`src/include/sar_ctrl_params.svh`:
```
`ifndef SAR_CTRL_PARAMS_SVH
`define SAR_CTRL_PARAMS_SVH
// register map
`define CONV_CTRL_ADDR 8'he8
`define CONV_CTRL_RESET 8'h00
`define POWER_CFG_ADDR 8'hc8
`define POWER_CFG_RESET 8'h00
// field positions
`define BIT_ENABLE 7
`define BIT_BURST 6
`define BIT_DONE 5
`define BIT_BUSY 4
`define BIT_WINDOW 3
`define BIT_LOW_POWER 7
// start-source codes
`define SRC_SOFTWARE 3'h0
`define SRC_TIMER0 3'h1
`define SRC_TIMER2_A 3'h2
`define SRC_TIMER2_B 3'h3
// start-source field position
`define SRC_HI 2
`define SRC_LO 0
// conversion clock counts per pass, passes per 12-bit result and default repeat count
`define CLKS_8BIT 6'h0b
`define CLKS_10BIT 6'h0d
`define PASSES_12BIT 3'h4
`define BURST_DEFAULT 3'h1
`endif

```
`src/include/sar_ctrl_pkg.sv`:
```
package sar_ctrl_pkg;
  typedef enum logic [1:0] {
    ST_IDLE = 2'b00,
    ST_CONV = 2'b01,
    ST_NEXT = 2'b10
  } conv_state_e;
endpackage

```
`src/verilog/sar_adc_control_and_trigger.sv`:
```
`timescale 1ns/100ps
`include "sar_ctrl_params.svh"
// Summary of operation
// - power config bit 7 set puts the converter in reduced-bias mode.
// - 8-bit pass takes 11 clocks, 10-bit 13, 12-bit four 13-clock passes outside burst mode.
// - enable bit 7 zero shuts converter down; one makes it active.
// - control bit 6 selects burst operation.
// - done flag bit 5 set per conversion, or per whole burst; software clears.
// - writing busy bit 4 starts conversion only when start source is 000.
// - window flag bit 3 set when result lies inside threshold window.
// - start source: 000 software, 001 timer 0, 01x timer 2, 1xx strobe edge.
// - control register at 0xe8, bit-addressable, resets to zero.
// - burst start launches repeat-count conversions; flags act after last one.
// - in burst, enable bit chooses powered-down or enabled idle between bursts.
module sar_adc_control_and_trigger
  import sar_ctrl_pkg::*;
#(
  parameter int REPEAT_W = 3
)
(
  input wire logic i_core_clk,
  input wire logic i_rst,
  input wire logic [7:0] i_sfr_addr,
  input wire logic [7:0] i_sfr_wdata,
  input wire logic i_sfr_wr,
  input wire logic i_bit_wr,
  input wire logic [2:0] i_bit_sel,
  input wire logic i_bit_val,
  output logic [7:0] o_sfr_rdata,
  input wire logic i_timer0_overflow,
  input wire logic i_timer2_overflow,
  input wire logic i_external_convert_strobe,
  input wire logic i_eight_bit_mode,
  input wire logic i_twelve_bit_mode,
  input wire logic [REPEAT_W-1:0] i_repeat_count,
  input wire logic i_sar_clk_tick,
  input wire logic i_result_in_window,
  output logic o_converter_power_on,
  output logic o_low_power_select,
  output logic o_pass_start,
  output logic o_conversion_busy,
  output logic o_conversion_done_pulse
);
  // ****************************************
  // register access
  // ****************************************
  logic [7:0] ctrl_reg;
  logic [7:0] ctrl_next;
  logic [7:0] pwr_reg;
  logic [7:0] pwr_next;
  conv_state_e state_reg;
  conv_state_e state_next;
  logic [5:0] clk_cnt_reg;
  logic [REPEAT_W+1:0] pass_cnt_reg;
  logic done_pulse_reg;

  wire ctrl_sel = (i_sfr_addr == `CONV_CTRL_ADDR);
  wire pwr_sel = (i_sfr_addr == `POWER_CFG_ADDR);
  wire ctrl_byte_wr = i_sfr_wr & ctrl_sel;
  wire ctrl_bit_wr = i_bit_wr & ctrl_sel;
  wire [7:0] bit_mask = 8'h01 << i_bit_sel;
  // whole-byte or single-bit write image
  wire [7:0] ctrl_written = ctrl_byte_wr ? i_sfr_wdata :
    (i_bit_val ? (ctrl_reg | bit_mask) : (ctrl_reg & ~bit_mask));
  wire ctrl_any_wr = ctrl_byte_wr | ctrl_bit_wr;
  wire busy_write = ctrl_any_wr & ctrl_written[`BIT_BUSY];
  // a write that sets enable, source and busy together starts at once
  wire [7:0] ctrl_view = ctrl_any_wr ? ctrl_written : ctrl_reg;
  wire enable_bit = ctrl_view[`BIT_ENABLE];
  wire burst_bit = ctrl_view[`BIT_BURST];
  wire [2:0] src_sel = ctrl_view[`SRC_HI:`SRC_LO];
  wire enable_reg_bit = ctrl_reg[`BIT_ENABLE];

  // ****************************************
  // start selection
  // ****************************************
  logic strobe_level;
  logic strobe_rise;
  edge_sync u_strobe_sync
  (
    .i_core_clk(i_core_clk),
    .i_rst(i_rst),
    .i_async(i_external_convert_strobe),
    .o_level(strobe_level),
    .o_rise(strobe_rise)
  );
  wire src_sw = (src_sel == `SRC_SOFTWARE);
  wire src_t0 = (src_sel == `SRC_TIMER0);
  wire src_t2 = (src_sel == `SRC_TIMER2_A) | (src_sel == `SRC_TIMER2_B);
  wire src_pin = src_sel[`SRC_HI];
  wire start_event = (src_sw & busy_write)
    | (src_t0 & i_timer0_overflow)
    | (src_t2 & i_timer2_overflow)
    | (src_pin & strobe_rise);
  // burst mode wakes the converter itself; otherwise enable is required
  wire start_ok = start_event & (state_reg == ST_IDLE) & (enable_bit | burst_bit);

  // ****************************************
  // conversion sequencing
  // ****************************************
  wire [5:0] pass_clks = i_eight_bit_mode ? `CLKS_8BIT : `CLKS_10BIT;
  wire [REPEAT_W+1:0] reps = (i_repeat_count == '0) ?
    (REPEAT_W+2)'(`BURST_DEFAULT) : (REPEAT_W+2)'(i_repeat_count);
  wire [REPEAT_W+1:0] twelve_mult = i_twelve_bit_mode ? (REPEAT_W+2)'(`PASSES_12BIT)
    : (REPEAT_W+2)'(`BURST_DEFAULT);
  // burst runs the repeat count; single mode runs one result (four passes at 12-bit)
  wire [REPEAT_W+1:0] total_passes = burst_bit ? reps : twelve_mult;
  wire pass_end = (state_reg == ST_CONV) & i_sar_clk_tick & (clk_cnt_reg == pass_clks - 6'h01);
  wire last_pass = (pass_cnt_reg == total_passes - (REPEAT_W+2)'(1));
  wire all_done = pass_end & last_pass;

  always_comb
  begin
    state_next = state_reg;
    case (state_reg)
      ST_IDLE: if (start_ok) state_next = ST_CONV;
      ST_CONV: if (pass_end) state_next = last_pass ? ST_IDLE : ST_NEXT;
      ST_NEXT: state_next = ST_CONV;
      default: state_next = ST_IDLE;
    endcase
  end

  always_comb
  begin
    ctrl_next = ctrl_reg;
    if (ctrl_any_wr)
      ctrl_next = ctrl_written;
    ctrl_next[`BIT_BUSY] = (state_next != ST_IDLE);
    if (all_done)
    begin
      ctrl_next[`BIT_DONE] = 1'b1;
      if (i_result_in_window)
        ctrl_next[`BIT_WINDOW] = 1'b1;
    end
  end
  assign pwr_next = (i_sfr_wr & pwr_sel) ? i_sfr_wdata : pwr_reg;

  always_ff @(posedge i_core_clk)
  begin
    if (i_rst)
    begin
      ctrl_reg <= `CONV_CTRL_RESET;
      pwr_reg <= `POWER_CFG_RESET;
      state_reg <= ST_IDLE;
      clk_cnt_reg <= '0;
      pass_cnt_reg <= '0;
      done_pulse_reg <= 1'b0;
    end
    else
    begin
      ctrl_reg <= ctrl_next;
      pwr_reg <= pwr_next;
      state_reg <= state_next;
      done_pulse_reg <= all_done;
      if (state_reg != ST_CONV)
        clk_cnt_reg <= '0;
      else if (i_sar_clk_tick)
        clk_cnt_reg <= pass_end ? 6'h00 : clk_cnt_reg + 6'h01;
      if (start_ok)
        pass_cnt_reg <= '0;
      else if (pass_end)
        pass_cnt_reg <= pass_cnt_reg + (REPEAT_W+2)'(1);
    end
  end

  // ****************************************
  // outputs
  // ****************************************
  assign o_sfr_rdata = ctrl_sel ? ctrl_reg : (pwr_sel ? pwr_reg : 8'h00);
  assign o_low_power_select = pwr_reg[`BIT_LOW_POWER];
  assign o_converter_power_on = enable_reg_bit | (state_reg != ST_IDLE);
  assign o_pass_start = (state_reg == ST_IDLE) ? start_ok : (state_reg == ST_NEXT);
  assign o_conversion_busy = ctrl_reg[`BIT_BUSY];
  assign o_conversion_done_pulse = done_pulse_reg;

  // ****************************************
  // checks
  // ****************************************
  a_sw_start_only: assert property (@(posedge i_core_clk) disable iff (i_rst)
    (state_reg == ST_IDLE && busy_write && !src_sw && !i_timer0_overflow
     && !i_timer2_overflow && !strobe_rise) |=> state_reg == ST_IDLE)
    else $error("busy write started conversion with hardware source");
  a_sw_start_go: assert property (@(posedge i_core_clk) disable iff (i_rst)
    (state_reg == ST_IDLE && busy_write && src_sw && enable_bit) |=> o_conversion_busy)
    else $error("software start ignored");
  a_done_sets: assert property (@(posedge i_core_clk) disable iff (i_rst)
    all_done |=> ctrl_reg[`BIT_DONE] && done_pulse_reg)
    else $error("done flag not set at end");
  a_window_sets: assert property (@(posedge i_core_clk) disable iff (i_rst)
    (all_done && i_result_in_window) |=> ctrl_reg[`BIT_WINDOW])
    else $error("window flag not set");
  a_window_quiet: assert property (@(posedge i_core_clk) disable iff (i_rst)
    (all_done && !i_result_in_window && !ctrl_reg[`BIT_WINDOW] && !ctrl_any_wr)
    |=> !ctrl_reg[`BIT_WINDOW])
    else $error("window flag set outside window");
  a_no_early_done: assert property (@(posedge i_core_clk) disable iff (i_rst)
    (pass_end && !last_pass && !ctrl_reg[`BIT_DONE] && !ctrl_any_wr)
    |=> !done_pulse_reg && !ctrl_reg[`BIT_DONE])
    else $error("done before burst complete");
  a_low_power_map: assert property (@(posedge i_core_clk) disable iff (i_rst)
    (i_sfr_wr && pwr_sel) |=> o_low_power_select == $past(i_sfr_wdata[`BIT_LOW_POWER]))
    else $error("low power select not driven");
  a_disabled_off: assert property (@(posedge i_core_clk) disable iff (i_rst)
    (!enable_reg_bit && state_reg == ST_IDLE) |-> !o_converter_power_on)
    else $error("converter powered while disabled");
  a_burst_powers_down: assert property (@(posedge i_core_clk) disable iff (i_rst)
    (all_done && burst_bit && !enable_bit) |=> !o_converter_power_on)
    else $error("converter left powered after burst");
  a_burst_gate: assert property (@(posedge i_core_clk) disable iff (i_rst)
    (start_event && state_reg == ST_IDLE && !enable_bit && !burst_bit)
    |=> state_reg == ST_IDLE)
    else $error("start accepted with converter disabled");
  a_timer0_go: assert property (@(posedge i_core_clk) disable iff (i_rst)
    (state_reg == ST_IDLE && src_t0 && i_timer0_overflow && enable_bit && !ctrl_any_wr)
    |=> state_reg == ST_CONV)
    else $error("timer 0 overflow ignored");
  a_pin_go: assert property (@(posedge i_core_clk) disable iff (i_rst)
    (state_reg == ST_IDLE && src_pin && strobe_rise && enable_bit)
    |=> state_reg == ST_CONV)
    else $error("strobe edge ignored");
  c_burst_done: cover property (@(posedge i_core_clk) burst_bit && all_done);
  c_twelve_done: cover property (@(posedge i_core_clk) i_twelve_bit_mode && !burst_bit && all_done);
  c_single_done: cover property (@(posedge i_core_clk) !burst_bit && all_done);
  c_pin_start: cover property (@(posedge i_core_clk) src_pin && start_ok);
endmodule

```
`src/verilog/edge_sync.sv`:
```
`timescale 1ns/100ps
// three-stage synchroniser with rising-edge detect: stages two and three both high while the held level is low
module edge_sync
(
  input wire logic i_core_clk,
  input wire logic i_rst,
  input wire logic i_async,
  output logic o_level,
  output logic o_rise
);
  logic s1_reg;
  logic s2_reg;
  logic s3_reg;
  logic lvl_reg;
  assign o_level = lvl_reg;
  assign o_rise = s2_reg & s3_reg & ~lvl_reg;
  always_ff @(posedge i_core_clk)
  begin
    if (i_rst)
    begin
      s1_reg <= 1'b0;
      s2_reg <= 1'b0;
      s3_reg <= 1'b0;
      lvl_reg <= 1'b0;
    end
    else
    begin
      s1_reg <= i_async;
      s2_reg <= s1_reg;
      s3_reg <= s2_reg;
      if (s2_reg == s3_reg)
        lvl_reg <= s3_reg;
    end
  end
endmodule

```
`config.mk`:
```
export PLATFORM = sky130hd
export DESIGN_NAME = sar_adc_control_and_trigger
export DESIGN_NICKNAME = d
export VERILOG_FILES = /design/src/include/sar_ctrl_pkg.sv /design/src/verilog/sar_adc_control_and_trigger.sv /design/src/verilog/edge_sync.sv
export VERILOG_INCLUDE_DIRS = /design/src /design/src/include
export SDC_FILE = /design/constraint.sdc
export NUM_CORES = 1
export LEC_CHECK = 0
export BUFFER_PORTS_ARGS = -buffer_cell sky130_fd_sc_hd__buf_2
export CAP_MARGIN = 30
export CORE_MARGIN = 5
export CORE_UTILIZATION = 45
export DETAILED_ROUTE_END_ITERATION = 16
export HOLD_SLACK_MARGIN = 0.12
export PLACE_DENSITY = 0.72
export SLEW_MARGIN = 20
export SYNTH_ARGS = -nofsm -noshare
export SYNTH_HDL_FRONTEND = slang
export SYNTH_HIERARCHICAL = 1
export SYNTH_SLANG_ARGS = --single-unit
```
`constraint.sdc`:
```
create_clock -name i_core_clk -period 2.9 [get_ports i_core_clk]
set_input_delay 0.145 -clock i_core_clk [delete_from_list [all_inputs] [get_ports i_core_clk]]
set_output_delay 0.145 -clock i_core_clk [all_outputs]
set_load 0.005 [all_outputs]
```
== Yosys cells after proc, flatten, opt, wreduce, memory -nomap -nowiden ==
Index checks and enable logic that the tools add are counted.

* Bits in registers: 34
* Output and inout bits: 13
* Bits of input ports: 34
* Logic and storage cells: 79

* Eq/ne operators: 11
* Bitwise logic cells: 26
* $add $sub $neg: 4
* Shifts and indexed selects: 1
* Reduce and logical (&&, ||, !) cells: 8
* Multiplexer cells: 18

{| class="wikitable"
|+ Operators by type and width
! cell !! number
|-
| $mux W8 || 5
|-
| $eq A8 B8 Y1 const B || 2
|-
| $and A1 B1 Y1 || 15
|-
| $mux W3 || 4
|-
| $and A8 B8 Y8 || 1
|-
| $not A8 Y8 || 1
|-
| $or A8 B8 Y8 || 1
|-
| $shl A1 B3 Y8 const A || 1
|-
| $or A1 B1 Y1 || 7
|-
| $add A6 B1 Y6 const B || 1
|-
| $eq A3 B2 Y1 const B || 2
|-
| $eq A6 B6 Y1 || 1
|-
| $logic_not A3 Y1 || 2
|-
| $mux W2 || 3
|-
| $mux W6 || 1
|-
| $pmux W2 S3 || 1
|-
| $reduce_bool A2 Y1 || 3
|-
| $add A5 B1 Y5 const B || 1
|-
| $eq A5 B5 Y1 || 1
|-
| $sub A4 B1 Y5 const B || 1
|-
| $mux W1 || 4
|-
| $reduce_or A2 Y1 || 2
|-
| $sub A3 B1 Y4 const B || 1
|-
| $eq A3 B1 Y1 const B || 1
|-
| 6 further kinds || 6
|}

== Logic depth before layout (Yosys ltp) ==
Gate-level depths: netlist of run 1.

* Depth after elaboration: 16
* Gate-level depth with buffers: 10
* Gate-level depth less buffers: 9

== Cells and area by module ==
Netlist of run 1, hierarchy kept.

{| class="wikitable"
|+ Modules (own cells, without submodules)
! module !! cells each !! instances !! area an instance (µm²) !! seq. area each (µm²)
|-
| sar_adc_control_and_trigger || 215 || 1 || 1799.2 || 600.6
|-
| edge_sync || 11 || 1 || 131.4 || 80.1
|}

== Worst setup path before layout of run 1 ==
Ideal clock, no wire load.

* Path type: input to register
* Start: in i_sfr_addr[1]
* End: reg ctrl_reg[3]
* Arrival: 2.888 ns
* Path slack: -0.047 ns
* Cell stages on the path: 9
* Path through: or4b_4 or3_4 a32o_1 mux2_4 ha_1 xnor2_1 or3_1 nor4_4 a22o_1

* Longest elaborated chain between the ends: 9
* Elaborated cells between the ends (all ways): 12
* Classes of those cells: add/sub (1); eq/ne (2); mux (5); bitwise (4)

{| class="wikitable"
|+ Ends and longest elaborated chain
! element !! RTL line !! text
|-
| start, declared || sar_adc_control_and_trigger.sv:23 || <nowiki>input wire logic [7:0] i_sfr_addr,</nowiki>
|-
| $eq A8 B8 Y1 (no line) * || -- ||
|-
| $and A1 B1 Y1 (on tied branches) || sar_adc_control_and_trigger.sv:59, sar_adc_control_and_trigger.sv:60 ||
|-
| $mux W8 / $or A1 B1 Y1 (equally long branches) || sar_adc_control_and_trigger.sv:63, sar_adc_control_and_trigger.sv:65 ||
|-
| $mux W8 * || sar_adc_control_and_trigger.sv:126 || <nowiki>if (ctrl_any_wr)</nowiki>
|-
| $mux W3 || sar_adc_control_and_trigger.sv:107 || <nowiki>wire [REPEAT_W+1:0] total_passes = burst_bit ? reps : twelve_mult;</nowiki>
|-
| $sub A3 B1 Y4 || sar_adc_control_and_trigger.sv:109 || <nowiki>wire last_pass = (pass_cnt_reg == total_passes - (REPEAT_W+2)'(1));</nowiki>
|-
| $eq A5 B5 Y1 || sar_adc_control_and_trigger.sv:109 ||
|-
| $and A1 B1 Y1 || sar_adc_control_and_trigger.sv:110 || <nowiki>wire all_done = pass_end & last_pass;</nowiki>
|-
| $mux W1 * || sar_adc_control_and_trigger.sv:129 || <nowiki>if (all_done)</nowiki>
|-
| end signal, assigned || sar_adc_control_and_trigger.sv:142 || <nowiki>ctrl_reg <= `CONV_CTRL_RESET;</nowiki>
|-
| end signal, assigned || sar_adc_control_and_trigger.sv:151 || <nowiki>ctrl_reg <= ctrl_next;</nowiki>
|-
| end, declared || sar_adc_control_and_trigger.sv:47 || <nowiki>logic [7:0] ctrl_reg;</nowiki>
|}

Every way passes the cells marked *; elsewhere a longest branch is shown, timed or not. The select of a mux whose other input is x is not followed.
A chain may end at the register's enable or synchronous reset.

== Worst setup path after layout of run 1 ==
Ends and elaborated chain as after synthesis.

==> results of run 1 <==
-- where the power goes --
part | leakage (µW) | total, µW | switching, µW | internal (µW)
clock network | 0.0000482 | 361 | 170 | 191
registers | 0.000274 | 470 | 0.894 | 469
logic | 0.000718 | 101 | 51.4 | 49.4
total | 0.00104 | 932 | 222 | 710
-- cells in the mapped netlist (2+ instances only) --
library cell,instances
sky130_fd_sc_hd__dfxtp_1,34
sky130_fd_sc_hd__nand2b_1,4
sky130_fd_sc_hd__nor3b_1,2
sky130_fd_sc_hd__o21ai_0,7
sky130_fd_sc_hd__nand4_1,4
sky130_fd_sc_hd__nand3b_1,2
sky130_fd_sc_hd__nor2_1,51
sky130_fd_sc_hd__or3_1,3
sky130_fd_sc_hd__inv_1,6
sky130_fd_sc_hd__nor4_1,3
sky130_fd_sc_hd__nand2_1,10
sky130_fd_sc_hd__clkbuf_1,6
sky130_fd_sc_hd__or2_2,2
sky130_fd_sc_hd__o221ai_1,2
sky130_fd_sc_hd__xnor2_1,6
sky130_fd_sc_hd__and2_1,2
sky130_fd_sc_hd__o21bai_1,2
sky130_fd_sc_hd__mux2i_1,24
sky130_fd_sc_hd__a21oi_1,5
sky130_fd_sc_hd__xor2_1,7
sky130_fd_sc_hd__ha_1,4
sky130_fd_sc_hd__nand4b_1,4
sky130_fd_sc_hd__nor4bb_1,2
sky130_fd_sc_hd__nand3_1,3
sky130_fd_sc_hd__buf_1,2
sky130_fd_sc_hd__nor2b_1,7
sky130_fd_sc_hd__a2bb2oi_1,2
sky130_fd_sc_hd__nor3_1,2
-- worst reg2reg max path: stages (launching register included) --
cell,delay (ns)
sky130_fd_sc_hd__dfxtp_1,0.40
sky130_fd_sc_hd__nor2_1,0.06
sky130_fd_sc_hd__mux2i_1,0.17
sky130_fd_sc_hd__a32o_1,0.25
sky130_fd_sc_hd__mux2_4,0.32
sky130_fd_sc_hd__ha_1,0.30
sky130_fd_sc_hd__xnor2_1,0.12
sky130_fd_sc_hd__or3_1,0.38
sky130_fd_sc_hd__nor4_4,0.21
sky130_fd_sc_hd__a22o_1,0.20
-- routing by layer --
metal | global-route usage (%) | vias up | wire (µm)
li1 | - | 925 | -
met1 | 22.5 | 853 | 2090
met3 | 4.09 | 7 | 281
met4 | 6.41 | 0 | 73
met5 | 0 | - | 0
met2 | 29.8 | 43 | 2300
-- cell families (layout without fill, tap and decap cells) --
group	Yosys count	in the layout	share of synthesized area, %
DFF	34	34	35.3
adders and majority gates	4	4	2.59
and+or+nand+nor	106	106	29.0
xor gates and xnor gates	13	13	5.90
AOI/OAI and AO/OA	29	29	10.7
buffers and inverters	14	79	2.72
muxes	26	26	13.8
-- area by class of cell --
class,count,area [µm²]
Clock buffer,7,86.3
Inverter,6,22.5
Sequential cell,34,681
Fill cell,390,1640
Multi-Input combinational cell,178,1200
Tap cell,50,62.6
Clock inverter,1,5.00
Timing Repair Buffer,65,390
-- worst paths after layout --
path	from	endpoint	slack, ns	cells after the start
worst min register to register	u_strobe_sync/s1_reg	u_strobe_sync/s2_reg	0.44	1
worst max-delay path	i_sfr_addr[1]	ctrl_reg[3]	0.17	10
worst max register to register	ctrl_reg[6]	ctrl_reg[3]	0.43	9
worst min-delay path	i_sfr_wdata[7]	pwr_reg[7]	0.12	3
-- stage by stage --
| step | total power [µW] | util, % | setup slack, ns | area, µm² | hold slack (ns) |
|---|---|---|---|---|---|
| floorplan | 529 | - | 0.00212 | 1940 | 0.217 |
| global placement | 573 | 56.0 | -0.129 | 2290 | 0.362 |
| detailed placement | 574 | 56.0 | -0.164 | 2290 | 0.363 |
| CTS | 940 | 60.0 | 0.143 | 2450 | 0.121 |
| global route | 969 | 60.0 | 0.0117 | 2450 | 0.137 |
| finish | 932 | 60.0 | 0.173 | 2450 | 0.115 |
-- repair_timing --
action,CTS,global route
hold buffers,7,0
endpoints found under the hold margin,7,0
resized for setup,0,0
endpoints found under the setup margin,0,1
==> run summary, run 1 <==
Area added between synthesis and finish = 26.9%
Least-Margin Pin Slew = 0.482 ns
Source-to-sink clock delay at the later pin of the worst-skew pair = 0.29 ns
Final hold violations = 0
Synthesized flop and latch total = 34
Unrepaired setup endpoints after global routing = no
Sequential share of the synthesized area = 35.3%
Buffers from clock root to sink, at most = 2
Number of primary I/O pins = 47
Peak Freq = 367 MHz
Number of nets produced by synthesis = 264
Wire length of the first global-routing pass = 7.73 mm
H-Tree Level Count = 2
Count of buffers added by post-CTS timing repair for setup = 0
Vias per inst = 5.36
Power density relative to cell area = 380 nW/µm²
Largest cells by area after synthesis = sky130_fd_sc_hd__dfxtp_1 (35%), sky130_fd_sc_hd__mux2i_1 (12%), sky130_fd_sc_hd__nor2_1 (9.9%)
Master cell of the clock root buffer = sky130_fd_sc_hd__clkbuf_8
Antenna viol nets, final = 0
Layout cell share with drive strength beyond 1 = 25.4%
Starting density of the core = 47.2%
Worst rel slew slack = 67.4%
Worst-path fanout max = 3
Highest cell delay on the worst timing path = 0.54 ns
Pin count of the biggest net entering global routing = 25
Via Count = 1828
Critical path cell sequence = buf_2 -> or4b_4 -> or3_4 -> a32o_1 -> mux2_4 -> ha_1 -> xnor2_1 -> or3_1 -> nor4_4 -> a22o_1
DRC violation count after routing = 0
Clock-pin transition on the worst setup and hold timing paths = 0.07 ns
Synth area leader = sky130_fd_sc_hd__dfxtp_1
Period utilization = 94.0%
Number of synthesized flops with an enable pin = 0
Overall die height = 75.5 µm
Final Critical Period = 2.73 ns
Worst ir drop on vdd = 0.273 mV
Total Routing Usage GR = 17.9%
Number of DRC markers in iteration 0 = 130
Mean area per synthesized cell = 8.54 µm²
Number of core rows = 23
Clk sink count = 34
GRT Residual Overflow = 0
Final Slew Violations = 0
Setup-violating endpoint count in the final report = 0
Number of maximum-capacitance constraint violations = 0
Worst Path Arrival = 2.97 ns
Dpl cells = 326
Initial antenna violation count = 0
Nets@finish = 328
Classification of the worst setup path = in -> reg
Clock skew = 0.0106 ns
Cell family contributing the most delay on the critical path = simple AND/OR/NAND/NOR gates
Count of inserted antenna diode cells = 0
Die Span X = 75.5 µm
Top library cells by usage in the layout, fill and taps aside = sky130_fd_sc_hd__nor2_1 (51), sky130_fd_sc_hd__buf_2 (46), sky130_fd_sc_hd__dfxtp_1 (34), sky130_fd_sc_hd__mux2i_1 (24), sky130_fd_sc_hd__buf_4 (12)
Top_reg_cell synth = sky130_fd_sc_hd__dfxtp_1
Gate count after technology mapping = 226
Worst Path Buf+Inv = 1
Via count of the first global-routing pass = 1720
Result of the run = finished clean
Pre-Repair DR Iteration Count = 4
Leakage power figure = 0.00104 µW
Share of the synthesized area in the top cell type = 35.3%
Most frequent standard cell in the layout excluding fill and tap cells = sky130_fd_sc_hd__nor2_1
Sort of element at the start of the critical path = input pin
CTS tree = yes
Worst min-delay path class = in -> reg
Post-Synthesis Cell Area = 1930 µm²
Post-layout instance count excluding filler cells = 341
Gpl congestion = 0.854
Number of buffers added on ports = 46
Synth warn = 6
Worst EP required = 3.14 ns
Clock buffers created by TritonCTS = 5
Wire length after detailed routing = 4.75 mm
Area of the core = 4090 µm²
Number of distinct library cells after synthesis = 46
Share of async-settable or async-resettable flops after synthesis = 0%
Average routed wire per standard cell = 13.9 µm
Kind of end point of the critical path = flop
Final-layout setup total negative slack = 0 ns
Floorplan die area = 5700 µm²
Slowest CP cell = sky130_fd_sc_hd__or4b_4
Post-detail-place hpwl = 3.55 mm
Note: power is estimated with default switching activity, not from simulation.
==> run 2, diff against run 1 <==
ABC_AREA = 1   (was unset)
CORE_ASPECT_RATIO = 1.75   (was unset)
PLACE_DENSITY = 0.71   (was 0.72)
==> run 2 against run 1 <==
- final cell count is 16% higher
- utilization shrank 5.4 points
- critical path depth is 7 higher
- synthesized cell count up 30%
- combinational power fell by 17%
- clock power down 9.1%
- hold slack better by 0.045 ns
- clock skew down 0.0022 ns
- power is 5.3% lower
- setup slack improved by 0.73 ns
- critical path type is now reg -> reg
- largest power group unchanged
==> run summary, run 2 <==
Least-Margin Pin Slew = 0.572 ns (+0.0900 ns)
Sequential share of the synthesized area = 33.4% (-1.8 points)
Setup-violating endpoint count in the final report = 0 (unchanged)
Post-Route M1 WL = 1.86 mm (-11%)
Leakage power figure = 0.00112 µW (+7.9%)
Final Slew Violations = 0 (unchanged)
Number of maximum-capacitance constraint violations = 0 (unchanged)
Gate count after technology mapping = 293 (+30%)
Peak Freq = 501 MHz (+37%)
Synthesized flop and latch total = 34 (unchanged)
Synth area leader = sky130_fd_sc_hd__dfxtp_1
Most frequent standard cell in the layout excluding fill and tap cells = sky130_fd_sc_hd__nand2_1
Layout cell share with drive strength beyond 1 = 23.0% (-2.5 points)
Count of buffers added by post-CTS timing repair for setup = 0 (unchanged)
Unrepaired setup endpoints after global routing = no
Mean area per synthesized cell = 6.95 µm² (-19%)
Area of the core = 4400 µm² (+7.8%)
Period utilization = 68.8% (-25 points)
Sort of element at the start of the critical path = flop
Worst EP required = 3.08 ns (-0.06 ns)
Master cell of the clock root buffer = sky130_fd_sc_hd__clkbuf_8
H-Tree Level Count = 2 (unchanged)
Final-layout setup total negative slack = 0 ns (unchanged)
Placed instance area = 2310 µm² (+0.77%)
Post-route cell area = 2400 µm² (-1.9%)
Number of buffers added on ports = 46 (unchanged)
Number of nets produced by synthesis = 331 (+25%)
Worst Path Arrival = 2.18 ns (-0.79 ns)
Source-to-sink clock delay at the later pin of the worst-skew pair = 0.29 ns (about the same)
Number of DRC markers in iteration 0 = 98 (-25%)
Initial antenna violation count = 0 (unchanged)
Total Routing Usage GR = 16.5% (-1.3 points)
Ranking of synthesized cells by instance count = sky130_fd_sc_hd__nand2_1 (54), sky130_fd_sc_hd__inv_1 (51), sky130_fd_sc_hd__dfxtp_1 (34), sky130_fd_sc_hd__nand3_1 (27), sky130_fd_sc_hd__nor2_1 (22)
Final hold violations = 0 (unchanged)
Number of core rows = 32 (+39%)
Worst ir drop on vdd = 0.260 mV (-4.9%)
Pin count of the biggest net entering global routing = 17 (-32%)
Number of distinct library cells after synthesis = 34 (-26%)
Result of the run = finished clean
Classification of the worst setup path = reg -> reg
Kind of end point of the critical path = flop
Buffers from clock root to sink, at most = 2 (unchanged)
Via count of the first global-routing pass = 1790 (+4.1%)
Antenna viol nets, final = 0 (unchanged)
Top library cells by usage in the layout, fill and taps aside = sky130_fd_sc_hd__nand2_1 (54), sky130_fd_sc_hd__inv_1 (51), sky130_fd_sc_hd__buf_2 (46), sky130_fd_sc_hd__dfxtp_1 (34), sky130_fd_sc_hd__nand3_1 (27)
Clock skew = 0.00841 ns (-0.00215 ns)
Share of async-settable or async-resettable flops after synthesis = 0% (unchanged)
Most common cell in the netlist = sky130_fd_sc_hd__nand2_1
Post-detail-place hpwl = 3.86 mm (+8.7%)
Share of the synthesized area in the top cell type = 33.4% (-1.8 points)
GRT Residual Overflow = 0 (unchanged)
Gpl congestion = 0.931 (+9.0%)
Clock-pin transition on the worst setup and hold timing paths = 0.07 ns (about the same)
Overall die height = 99 µm (+31%)
Number of primary I/O pins = 47 (unchanged)
DRC violation count after routing = 0 (unchanged)
Count of inserted antenna diode cells = 0 (unchanged)
Top_reg_cell synth = sky130_fd_sc_hd__dfxtp_1
Top sig layer = met4
Floorplan die area = 6030 µm² (+5.7%)
Largest cells by area after synthesis = sky130_fd_sc_hd__dfxtp_1 (33%), sky130_fd_sc_hd__nand2_1 (10%), sky130_fd_sc_hd__inv_1 (9.4%)
Worst min-delay path class = in -> reg
CTS tree = yes
Synth warn = 6 (unchanged)
Die Span X = 60.9 µm (-19%)
Met3 wire length = 278 µm (-1.1%)
Worst-path fanout max = 4 (+1)
Worst rel slew slack = 61.8% (-5.6 points)
Final Critical Period = 2.00 ns (-0.730 ns)
Power density relative to cell area = 367 nW/µm² (-3.4%)
Average routed wire per standard cell = 12.1 µm (-13%)
Via Count = 1976 (+8.1%)
Resized cells post-CTS = 0 (unchanged)
Post-Synthesis Cell Area = 2040 µm² (+5.5%)
Area added between synthesis and finish = 17.9%
Nets@finish = 382 (+16%)
Pre-Repair DR Iteration Count = 4 (unchanged)
Number of synthesized flops with an enable pin = 0 (unchanged)
Clock buffers created by TritonCTS = 5 (unchanged)
Vias per inst = 5.00 (-6.7%)
Wire length after detailed routing = 4.80 mm (+0.86%)
Clk sink count = 34 (unchanged)
Wire length of the first global-routing pass = 7.62 mm (-1.5%)
WL met2 = 2.55 mm (+11%)
Starting density of the core = 46.3% (-0.99 points)
## run 2: cell count changes in the layout (fill, tap and decap cells not counted), moves of 8 or more
cell / previous run / this run
sky130_fd_sc_hd__nor2_1: 51 / 22
sky130_fd_sc_hd__o21ai_0: 7 / 20
sky130_fd_sc_hd__a21oi_1: 5 / 13
sky130_fd_sc_hd__nand3_1: 3 / 27
sky130_fd_sc_hd__mux2i_1: 24 / 2
sky130_fd_sc_hd__nand2_1: 10 / 54
sky130_fd_sc_hd__inv_1: 6 / 51
sky130_fd_sc_hd__buf_4: 12 / 0
## run 2: worst max-delay path: stages, from the launching register on
cell	delay, ns
sky130_fd_sc_hd__dfxtp_1	0.32
sky130_fd_sc_hd__inv_1	0.11
sky130_fd_sc_hd__nand2_1	0.07
sky130_fd_sc_hd__nand2_1	0.11
sky130_fd_sc_hd__inv_1	0.05
sky130_fd_sc_hd__nand2_1	0.06
sky130_fd_sc_hd__nand3_2	0.11
sky130_fd_sc_hd__nand3_2	0.09
sky130_fd_sc_hd__nand2_1	0.07
sky130_fd_sc_hd__ha_1	0.21
sky130_fd_sc_hd__xnor2_1	0.18
sky130_fd_sc_hd__inv_1	0.06
sky130_fd_sc_hd__nand3_1	0.07
sky130_fd_sc_hd__nand3_1	0.09
sky130_fd_sc_hd__nor2_2	0.12
sky130_fd_sc_hd__nand2_1	0.06
sky130_fd_sc_hd__nand2_1	0.07
sky130_fd_sc_hd__nand2_1	0.05
## run 2: cell type report
cell class	instances	area (µm²)
Fill cell	443	2000
Multi-Input combinational cell	202	1130
Sequential cell	34	681
Timing Repair Buffer	48	250
Inverter	53	199
Clock buffer	7	76.3
Tap cell	51	63.8
## run 2: worst paths after layout
path,startpoint,to,slack (ns),cells past startpoint
hold reg to reg,u_strobe_sync/s1_reg,u_strobe_sync/s2_reg,0.40,2
setup / recovery,ctrl_reg[6],ctrl_reg[4],0.90,17
hold / removal,i_sfr_wdata[4],pwr_reg[4],0.16,3
setup reg to reg,ctrl_reg[6],ctrl_reg[4],0.90,17
## run 2: logic make-up (layout without fill, tap and decap cells)
kind of cell	count (synthesis)	after routing	share of synthesized area, %
fa+ha+maj	4	4	2.46
simple gates	142	142	36.1
compound gates	45	45	12.2
mux	2	2	0.983
buf+inv	57	108	11.0
flops	34	34	33.4
xor+xnor	9	9	3.87
## run 2: power breakdown
part	internal, µW	leakage, µW	total (µW)	switching, µW
Sequential	470	0.000274	471	1.11
Combinational	33.5	0.000810	83.6	50.1
Clock	165	0.0000383	328	163
Total	668	0.00112	883	214
## run 2: metal layers
metal  vias up  track usage (%)
li1       1042                -
met1       884             18.0
met2        40             28.6
met3        10             3.41
met4         0             8.68
met5         -                0
## run 2: timing repair
action / in CTS / in global routing
hold buffers: 2 / 0
endpoints found under the hold margin: 2 / 0
setup endpoints to repair: 0 / 0
## run 2: through the flow
step / worst slack (ns) / hold slack [ns] / util, % / instances / power [µW]
after global routing: 0.668 / 0.159 / 54.5 / 395 / 920
after global placement: 0.710 / 0.346 / 52.4 / 386 / 562
after floorplan: 1.04 / 0.214 / - / 293 / 524
after detailed placement: 0.627 / 0.361 / 52.4 / 386 / 563
final: 0.904 / 0.160 / 54.5 / 395 / 883
after CTS: 0.889 / 0.155 / 54.5 / 395 / 896
